## src/hw/attr_pkg.sv

```systemverilog
// Purpose: Shared constants for the attribute border, plane, pan and page block.
// Assumes: Byte-wide indexed I/O link between host end and device end.
// Notes: Avalon offsets below are byte addresses of 32-bit words.
package attr_pkg;
  // ----------------------------------------------------------------
  // Indexed I/O ports
  // ----------------------------------------------------------------
  localparam logic [15:0] PORT_ATTR_WR = 16'h03C0;
  localparam logic [15:0] PORT_ATTR_RD = 16'h03C1;
  localparam logic [15:0] PORT_STAT_MONO = 16'h03BA;
  localparam logic [15:0] PORT_STAT_COLOR = 16'h03DA;
  // ----------------------------------------------------------------
  // Data register indices and layout
  // ----------------------------------------------------------------
  localparam logic [4:0] IDX_BORDER_COLOR = 5'h11;
  localparam logic [4:0] IDX_PLANE_ENABLE = 5'h12;
  localparam logic [4:0] IDX_FINE_SHIFT = 5'h13;
  localparam logic [4:0] IDX_COLOR_PAGE = 5'h14;
  localparam int ADDR_PAL_SRC_BIT = 5;
  localparam int MODE_P54_SEL_BIT = 7;
  localparam int MODE_PAN_COMPAT_BIT = 5;
  localparam logic [7:0] RST_REG = 8'h00;
  // ----------------------------------------------------------------
  // Panning
  // ----------------------------------------------------------------
  localparam int PAN_TAPS = 9;
  localparam logic [3:0] PAN_MAX_9DOT = 4'h8;
  localparam logic [3:0] PAN_MAX_256 = 4'h6;
  localparam logic [3:0] PAN_MAX_OTHER = 4'h7;
  // ----------------------------------------------------------------
  // Host controller registers on Avalon-MM
  // ----------------------------------------------------------------
  localparam logic [3:0] AVS_OFF_CMD = 4'h0;
  localparam logic [3:0] AVS_OFF_STATUS = 4'h4;
  localparam int CMD_INDEX_LSB = 8;
  localparam int CMD_READ_BIT = 16;
  localparam int STAT_BUSY_BIT = 8;
endpackage

```

## src/hw/attr_link_if.sv

```systemverilog
// Purpose: Indexed I/O link between the host end and the attribute device end.
// Assumes: Both ends share i_clk_sys; all signals are driven from flip-flops.
// Notes: A read answers with io_rvalid high for one cycle.
`timescale 1ns/1ps
interface attr_link_if;
  logic [15:0] io_addr;
  logic io_wr;
  logic io_rd;
  logic [7:0] io_wdata;
  logic [7:0] io_rdata;
  logic io_rvalid;
  modport host (output io_addr, output io_wr, output io_rd, output io_wdata,
                input io_rdata, input io_rvalid);
  modport dev (input io_addr, input io_wr, input io_rd, input io_wdata,
               output io_rdata, output io_rvalid);
endinterface

```

## src/hw/attr_device.sv

```systemverilog
// Purpose: Border colour, plane enable, fine pan and colour page registers
//          with the pixel colour path they steer.
// Assumes: One pixel per enabled clock; palette lookup is done outside.
// Notes: Pixel output lags the pixel inputs by ten enabled clocks at no pan.
//
// Local design decision: the Avalon-MM interface to the registers.
`timescale 1ns/1ps
// What this block does
// - Index 11 selects border colour register
// - Border band shows border colour value
// - No border in narrow modes except 256
// - Index 12 selects plane enable register
// - Bits 5:4 route colour pair to status
// - Bits 3:0 gate colour planes into path
// - Index 13 selects fine pan register
// - Pan bits 3:0 shift pixels left
// - Nine-dot modes: 0-7 give 1-8, 8 none
// - 256 mode: even values 0-6 shift by half
// - Other modes shift n pixels, max seven
// - Index 14 selects colour page register
// - Page bits 3:2 drive colour bits 7:6
// - 256 mode passes attribute byte straight
// - Page bits 1:0 can replace bits 5:4
// - Reserved bits written zero, read zero
// - Write latch toggles, status read clears it
// - Mode bit 7 picks page bits for 5:4
// - Line compare forces zero pan until vsync
// - Address bits 4:0 index, bit 5 source
module attr_device
  import attr_pkg::*;
(
  input wire logic i_clk_sys,
  input wire logic i_nrst,
  input wire logic i_ce,
  attr_link_if.dev link,
  input wire logic [7:0] i_mode_ctl,
  input wire logic i_mode_9dot,
  input wire logic i_mode_256,
  input wire logic i_mode_narrow,
  input wire logic i_active,
  input wire logic i_border_band,
  input wire logic i_line_compare,
  input wire logic i_vsync,
  input wire logic [5:0] i_palette,
  input wire logic [7:0] i_attr256,
  input wire logic [3:0] i_plane_data,
  output logic [3:0] o_plane_enabled,
  output logic [7:0] o_dac_color,
  output logic [1:0] o_status_mux,
  output logic [3:0] o_pan_pixels,
  output logic [4:0] o_attr_index,
  output logic o_palette_src
);

  logic data_phase_ff;
  logic [5:0] addr_ff;
  logic [7:0] border_color_ff;
  logic [5:0] plane_enable_ff;
  logic [3:0] fine_shift_ff;
  logic [3:0] color_page_ff;
  logic [7:0] rdata_ff;
  logic rvalid_ff;
  logic pan_hold_ff;
  logic [7:0] line_ff [PAN_TAPS];
  logic [7:0] nxt_color;
  logic [3:0] nxt_pan;
  logic border_on;
  logic [7:0] nxt_dac;

  // ----------------------------------------------------------------
  // Functions
  // ----------------------------------------------------------------
  function automatic logic [7:0] reg_read(input logic [4:0] idx, input logic [7:0] bc,
                                          input logic [5:0] pe, input logic [3:0] fs,
                                          input logic [3:0] cp);
    unique case (idx)
      IDX_BORDER_COLOR: reg_read = bc;
      IDX_PLANE_ENABLE: reg_read = {2'h0, pe};
      IDX_FINE_SHIFT: reg_read = {4'h0, fs};
      IDX_COLOR_PAGE: reg_read = {4'h0, cp};
      default: reg_read = 8'h00;
    endcase
  endfunction

  // Number of pixels the image moves left for a programmed pan value.
  function automatic logic [3:0] pan_pixels(input logic [3:0] val, input logic nine,
                                            input logic wide);
    if (nine) begin
      pan_pixels = (val < PAN_MAX_9DOT) ? val + 4'h1 : 4'h0;
    end else if (wide) begin
      // Odd values are undefined; 1 to 5 round down to the even below, 7 gives none.
      pan_pixels = (val <= PAN_MAX_256) ? {1'b0, val[3:1]} : 4'h0;
    end else begin
      pan_pixels = (val <= PAN_MAX_OTHER) ? val : 4'h0;
    end
  endfunction

  function automatic logic [1:0] status_sel(input logic [1:0] sel, input logic [7:0] c);
    unique case (sel)
      2'b00: status_sel = {c[2], c[0]};
      2'b01: status_sel = {c[5], c[4]};
      2'b10: status_sel = {c[3], c[1]};
      2'b11: status_sel = {c[7], c[6]};
    endcase
  endfunction

  // ----------------------------------------------------------------
  // Register access
  // ----------------------------------------------------------------
  always_ff @(posedge i_clk_sys) begin
    if (!i_nrst) begin
      data_phase_ff <= 1'b0;
    end else if (i_ce) begin
      if (link.io_rd && (link.io_addr == PORT_STAT_MONO || link.io_addr == PORT_STAT_COLOR)) begin
        data_phase_ff <= 1'b0;
      end else if (link.io_wr && link.io_addr == PORT_ATTR_WR) begin
        data_phase_ff <= !data_phase_ff;
      end
    end
  end

  always_ff @(posedge i_clk_sys) begin
    if (!i_nrst) begin
      addr_ff <= 6'h00;
    end else if (i_ce && link.io_wr && link.io_addr == PORT_ATTR_WR && !data_phase_ff) begin
      addr_ff <= link.io_wdata[5:0];
    end
  end

  always_ff @(posedge i_clk_sys) begin
    if (!i_nrst) begin
      border_color_ff <= RST_REG;
      plane_enable_ff <= RST_REG[5:0];
      fine_shift_ff <= RST_REG[3:0];
      color_page_ff <= RST_REG[3:0];
    end else if (i_ce && link.io_wr && link.io_addr == PORT_ATTR_WR && data_phase_ff) begin
      unique case (addr_ff[4:0])
        IDX_BORDER_COLOR: border_color_ff <= link.io_wdata;
        IDX_PLANE_ENABLE: plane_enable_ff <= link.io_wdata[5:0];
        IDX_FINE_SHIFT: fine_shift_ff <= link.io_wdata[3:0];
        IDX_COLOR_PAGE: color_page_ff <= link.io_wdata[3:0];
        default: ;
      endcase
    end
  end

  // Reads of the data port leave the write latch alone.
  always_ff @(posedge i_clk_sys) begin
    if (!i_nrst) begin
      rdata_ff <= 8'h00;
      rvalid_ff <= 1'b0;
    end else if (i_ce) begin
      rvalid_ff <= link.io_rd;
      // Read data only move on a read, so they stand until the next one.
      if (link.io_rd && link.io_addr == PORT_ATTR_RD) begin
        rdata_ff <= reg_read(addr_ff[4:0], border_color_ff, plane_enable_ff,
                             fine_shift_ff, color_page_ff);
      end else if (link.io_rd && link.io_addr == PORT_ATTR_WR) begin
        rdata_ff <= {2'h0, addr_ff};
      end else if (link.io_rd) begin
        rdata_ff <= 8'h00;
      end
    end
  end

  assign link.io_rdata = rdata_ff;
  assign link.io_rvalid = rvalid_ff;

  // ----------------------------------------------------------------
  // Panning control
  // ----------------------------------------------------------------
  // Set wins over the vsync clear so a compare on the vsync cycle holds.
  always_ff @(posedge i_clk_sys) begin
    if (!i_nrst) begin
      pan_hold_ff <= 1'b0;
    end else if (i_ce) begin
      if (i_line_compare && i_mode_ctl[MODE_PAN_COMPAT_BIT]) begin
        pan_hold_ff <= 1'b1;
      end else if (i_vsync) begin
        pan_hold_ff <= 1'b0;
      end
    end
  end

  always_comb begin
    nxt_pan = pan_hold_ff ? 4'h0 : pan_pixels(fine_shift_ff, i_mode_9dot, i_mode_256);
  end

  // ----------------------------------------------------------------
  // Colour path
  // ----------------------------------------------------------------
  always_comb begin
    if (i_mode_256) begin
      nxt_color = i_attr256;
    end else begin
      nxt_color[7:6] = color_page_ff[3:2];
      nxt_color[5:4] = i_mode_ctl[MODE_P54_SEL_BIT] ? color_page_ff[1:0]
                                                    : i_palette[5:4];
      nxt_color[3:0] = i_palette[3:0];
    end
  end

  // The pixel stream runs through a fixed delay; panning picks an earlier tap,
  // so later pixels appear sooner and the image moves left.
  always_ff @(posedge i_clk_sys) begin
    if (!i_nrst) begin
      for (int k = 0; k < PAN_TAPS; k++) begin
        line_ff[k] <= 8'h00;
      end
    end else if (i_ce) begin
      line_ff[0] <= nxt_color;
      for (int k = 1; k < PAN_TAPS; k++) begin
        line_ff[k] <= line_ff[k-1];
      end
    end
  end

  always_comb begin
    border_on = i_border_band && (!i_mode_narrow || i_mode_256);
    if (i_active) begin
      nxt_dac = line_ff[PAN_TAPS - 1 - int'(nxt_pan)];
    end else if (border_on) begin
      nxt_dac = border_color_ff;
    end else begin
      nxt_dac = 8'h00;
    end
  end

  always_ff @(posedge i_clk_sys) begin
    if (!i_nrst) begin
      o_dac_color <= 8'h00;
      o_plane_enabled <= 4'h0;
      o_status_mux <= 2'h0;
      o_pan_pixels <= 4'h0;
      o_attr_index <= 5'h00;
      o_palette_src <= 1'b0;
    end else if (i_ce) begin
      o_dac_color <= nxt_dac;
      o_plane_enabled <= i_plane_data & plane_enable_ff[3:0];
      o_status_mux <= status_sel(plane_enable_ff[5:4], nxt_dac);
      o_pan_pixels <= nxt_pan;
      o_attr_index <= addr_ff[4:0];
      o_palette_src <= addr_ff[ADDR_PAL_SRC_BIT];
    end
  end

endmodule // attr_device

```

## src/flat_wrapper.sv

```systemverilog
// flat-port wrapper written by rule: the top's interface ports become plain ports
module attr_device_flat import attr_pkg::*;
  (i_clk_sys, i_nrst, i_ce, i_mode_ctl, i_mode_9dot, i_mode_256, i_mode_narrow, i_active, i_border_band, i_line_compare, i_vsync, i_palette, i_attr256, i_plane_data, o_plane_enabled, o_dac_color, o_status_mux, o_pan_pixels, o_attr_index, o_palette_src, link_io_addr, link_io_wr, link_io_rd, link_io_wdata, link_io_rdata, link_io_rvalid);
  attr_link_if link_i ();
  input wire logic i_clk_sys;
  input wire logic i_nrst;
  input wire logic i_ce;
  input wire logic [7:0] i_mode_ctl;
  input wire logic i_mode_9dot;
  input wire logic i_mode_256;
  input wire logic i_mode_narrow;
  input wire logic i_active;
  input wire logic i_border_band;
  input wire logic i_line_compare;
  input wire logic i_vsync;
  input wire logic [5:0] i_palette;
  input wire logic [7:0] i_attr256;
  input wire logic [3:0] i_plane_data;
  output logic [3:0] o_plane_enabled;
  output logic [7:0] o_dac_color;
  output logic [1:0] o_status_mux;
  output logic [3:0] o_pan_pixels;
  output logic [4:0] o_attr_index;
  output logic o_palette_src;
  input wire logic [$bits(link_i.io_addr)-1:0] link_io_addr;
  input wire logic [$bits(link_i.io_wr)-1:0] link_io_wr;
  input wire logic [$bits(link_i.io_rd)-1:0] link_io_rd;
  input wire logic [$bits(link_i.io_wdata)-1:0] link_io_wdata;
  output wire logic [$bits(link_i.io_rdata)-1:0] link_io_rdata;
  output wire logic [$bits(link_i.io_rvalid)-1:0] link_io_rvalid;
  assign link_i.io_addr = link_io_addr;
  assign link_i.io_wr = link_io_wr;
  assign link_i.io_rd = link_io_rd;
  assign link_i.io_wdata = link_io_wdata;
  assign link_io_rdata = link_i.io_rdata;
  assign link_io_rvalid = link_i.io_rvalid;
  attr_device u_core (.i_clk_sys(i_clk_sys), .i_nrst(i_nrst), .i_ce(i_ce), .link(link_i), .i_mode_ctl(i_mode_ctl), .i_mode_9dot(i_mode_9dot), .i_mode_256(i_mode_256), .i_mode_narrow(i_mode_narrow), .i_active(i_active), .i_border_band(i_border_band), .i_line_compare(i_line_compare), .i_vsync(i_vsync), .i_palette(i_palette), .i_attr256(i_attr256), .i_plane_data(i_plane_data), .o_plane_enabled(o_plane_enabled), .o_dac_color(o_dac_color), .o_status_mux(o_status_mux), .o_pan_pixels(o_pan_pixels), .o_attr_index(o_attr_index), .o_palette_src(o_palette_src));
endmodule
```

## config.mk

```make
export PLATFORM = sky130hd
export DESIGN_NAME = attr_device_flat
export DESIGN_NICKNAME = d
export VERILOG_FILES = /design/src/hw/attr_pkg.sv /design/src/hw/attr_link_if.sv /design/src/hw/attr_device.sv /design/src/flat_wrapper.sv
export SDC_FILE = /design/constraint.sdc
export NUM_CORES = 1
export LEC_CHECK = 0
export ABC_AREA = 1
export BUFFER_PORTS_ARGS = -buffer_cell sky130_fd_sc_hd__buf_2
export CORE_UTILIZATION = 57
export CTS_CLUSTER_SIZE = 40
export DETAILED_ROUTE_END_ITERATION = 8
export PLACE_DENSITY = 0.88
export SLEW_MARGIN = 25
export SYNTH_ARGS = -nofsm -noshare
export SYNTH_HDL_FRONTEND = slang
export SYNTH_SLANG_ARGS = --single-unit
```

## constraint.sdc

```tcl
create_clock -name i_clk_sys -period 3.39 [get_ports i_clk_sys]
set_input_delay 0.339 -clock i_clk_sys [delete_from_list [all_inputs] [get_ports i_clk_sys]]
set_output_delay 0.339 -clock i_clk_sys [all_outputs]
set_load 0.01 [all_outputs]
```

==> run_results.csv <==
group,metric,value,unit
finish,antenna_cells,0,
floorplan,start_util,0.592,
global_routing,grt_max_degree,73,
global_routing,grt_use_total,0.282,
critical_path,worst_setup_path_start_kind,"flip-flop",
finish,fillers,815,
clock_network,cts_root_buffer,"clkbuf_16",
critical_path,endpoint_kind,"flip-flop",
sta,period_share,0.922,
critical_path,path_max_fanout,26,
synthesis,synth.net_count,848,
synthesis,ys_types,34,
route,first_pass_iters,6,
finish,area_growth,17.3,%
critical_path,worstPathArrival,3440,ps
place,hpwl,9.89,mm
floorplan,core,0.0109,mm2
clock_network,cts_hold_buf,0,
synthesis,synth_seq_cells,135,
route,vias,5738,
pwr,p_per_area,542,mW/mm2
sta,hold_viol,0,
floorplan,rows,38,
clock_network,cts_sinks,135,
synthesis,syn_inst,783,
sta,tightest_slew,916,ps
pwr,power_leakage,3.41,nW
floorplan,io_pins,95,
route,routed_via_density,5.64,
clock_network,postCtsResizedCells,0,
finish,layout.nets,929,
finish,instances_no_fill,1017,
global_routing,antenna_found_initial,0,
global_routing,overflow,0,
clock_network,numCtsBuffers,17,
route,ant_nets,0,
pwr,peakVddDrop,0.341,mV
place,globalplace.congestion,0.915,
synthesis,yosysSeqAreaShare,0.529,
floorplan,die_y,109,um
finish,final_cell_mix,"nand2_1, inv_1, nor2_1",
route,route.detailed.wl_per_inst,15.6,um
global_routing,grt_pass1_wl,25.0,mm
finish,regArea,0.00342,mm2
finish,drive_gt1_frac,0.161,
sta,slew_headroom,0.389,
run,drv_cap,0,
run_status,outcome,"finished, final reports clean",
sta,rsz0062_at_grt,"no",
clock_network,cts_buffer_depth,2,
hold_path,hold_class,"primary input to flip-flop",
synthesis,synth-edff-count,72,
synthesis,yosysWarnings,0,
route,drc,0,
sta,drv_slew,0,
critical_path,path_class,"flip-flop to flip-flop",
sta,setup_violations,0,
clock_network,clkSlewWorstSetupHoldPaths,60,ps
clock_network,htreeDepth,4,
route,drt_iter0_drc,897,
synthesis,synth-main-ff-cell,"edfxtp_1",
finish,layout_commonest_cell,"nand2_1",
synthesis,avgSynthCellArea,8.27,um2
place,portBuffers,88,
sta,min_period,3120,ps
route,wl,15.9,mm
sta,setup_tns,0,ps
global_routing,grt_pass1_vias,5141,
critical_path,cp.required,3700,ps
clock_network,postCtsSetupRepairBufs,0,
sta,fmax,320,MHz
sta,fin_worst_skew,6.98,ps
clock_network,cts_tree,"built",
floorplan,dieArea,0.0118,mm2
floorplan,die_width,109,um
clock_network,clkLatencyLatePin,410,ps
synthesis,syn-cell-area,0.00648,mm2
place,dpl.cell_count,985,
synthesis,async_flop_share,0,
finish,multiInputGateArea,0.00240,mm2
==> worst paths after layout <==
path / from / endpoint / slack, ps / cells after the start
worst min-delay path: link_io_wdata[7] / u_core.border_color_ff[7] / 170 / 3
worst max register to register: u_core.fine_shift_ff[0] / u_core.o_status_mux[1] / 270 / 18
worst min register to register: u_core.o_status_mux[1] / u_core.o_status_mux[1] / 450 / 2
worst max-delay path: u_core.fine_shift_ff[0] / u_core.o_status_mux[1] / 270 / 18
==> final cells by class <==
type                            count  area share
Sequential cell                   135       0.451
Clock inverter                      8      0.0155
Clock buffer                       24      0.0649
Inverter                          128      0.0633
Timing Repair Buffer               96      0.0659
Tap cell                          140      0.0231
Multi-Input combinational cell    486       0.317
==> report_power, final <==
| part | internal, mW | switching, mW | leakage (nW) | total, mW |
|---|---|---|---|---|
| logic | 0.134 | 0.264 | 1.80 | 0.398 |
| registers | 1.80 | 0.0321 | 1.31 | 1.83 |
| clock network | 1.23 | 0.658 | 0.301 | 1.89 |
| total | 3.17 | 0.954 | 3.41 | 4.12 |
==> cell usage after synthesis (2+ instances only) <==
| library cell | number | area share |
|---|---|---|
| nand2_1 | 134 | 0.078 |
| inv_1 | 125 | 0.072 |
| nor2_1 | 99 | 0.057 |
| nand3_1 | 95 | 0.073 |
| edfxtp_1 | 72 | 0.33 |
| dfxtp_1 | 63 | 0.19 |
| o21ai_0 | 49 | 0.038 |
| a21oi_1 | 47 | 0.036 |
| clkbuf_1 | 18 | 0.010 |
| o211ai_1 | 11 | 0.013 |
| buf_2 | 10 | 0.0077 |
| a32o_1 | 6 | 0.0093 |
| nand4_1 | 6 | 0.0058 |
| a22o_1 | 5 | 0.0068 |
| nand2_4 | 5 | 0.0087 |
| buf_6 | 4 | 0.0070 |
| nand3b_1 | 4 | 0.0046 |
| nor3_1 | 4 | 0.0031 |
| o2111ai_1 | 4 | 0.0054 |
| ha_1 | 3 | 0.0058 |
| o21ai_1 | 3 | 0.0023 |
| buf_1 | 2 | 0.0012 |
| inv_2 | 2 | 0.0012 |
| mux2_2 | 2 | 0.0035 |
==> metal layers <==
metal | track usage | wire (um) | vias up | share of wire
li1 | - | - | 2737 | -
met1 | 0.383 | 6490 | 2614 | 0.41
met2 | 0.433 | 7410 | 321 | 0.47
met3 | 0.0542 | 1340 | 66 | 0.084
met4 | 0.133 | 650 | 0 | 0.041
met5 | 0 | 0 | - | 0
==> kinds of logic (layout without fill, tap and decap cells) <==
kind of cell,Yosys count,count (layout),synth area share
and+or+nand+nor,350,350,0.236
AOI/OAI and AO/OA,129,129,0.117
muxes,2,2,0.00348
buffers and inverters,162,256,0.100
DFF,135,135,0.529
adders and majority gates,3,3,0.00580
xor gates and xnor gates,2,2,0.00850
==> worst max-delay path, stage by stage (launching register included) <==
cell and delay (ps):
dfxtp_1 400, inv_1 110, ha_1 200, inv_1 50, nand3_1 90, nand3_1 170, nand2_4 230, nand2_4 120
ha_1 240, inv_1 440, nand3_1 200, nand3_1 170, nand3_1 90, nand2_1 90, nand2_1 90, a21oi_1 140
nand2_1 70, nand2_1 70, nand2_1 50
==> through the flow <==
step | hold WS (ps) | instance area (um2) | power (mW) | setup WS [ps] | utilization
after floorplan | 443 | 6480 | 2.12 | 676 | -
after global placement | 429 | 6980 | 2.23 | 393 | 0.639
after detailed placement | 442 | 6980 | 2.25 | 358 | 0.639
after CTS | 156 | 7590 | 4.12 | 366 | 0.695
after global routing | 168 | 7590 | 4.25 | 46.4 | 0.695
final | 167 | 7590 | 4.12 | 265 | 0.695
==> sequential cells by signal (all words and copies together), names as in the netlist, 2 cells and up <==
signal                  cells
u_core.addr_ff              6
u_core.border_color_ff      8
u_core.color_page_ff        4
u_core.fine_shift_ff        4
u_core.line_ff             72
u_core.link.io_rdata        8
u_core.o_attr_index         5
u_core.o_dac_color          8
u_core.o_pan_pixels         4
u_core.o_plane_enabled      4
u_core.o_status_mux         2
u_core.plane_enable_ff      6
Note: power is estimated with default switching activity, not from simulation.
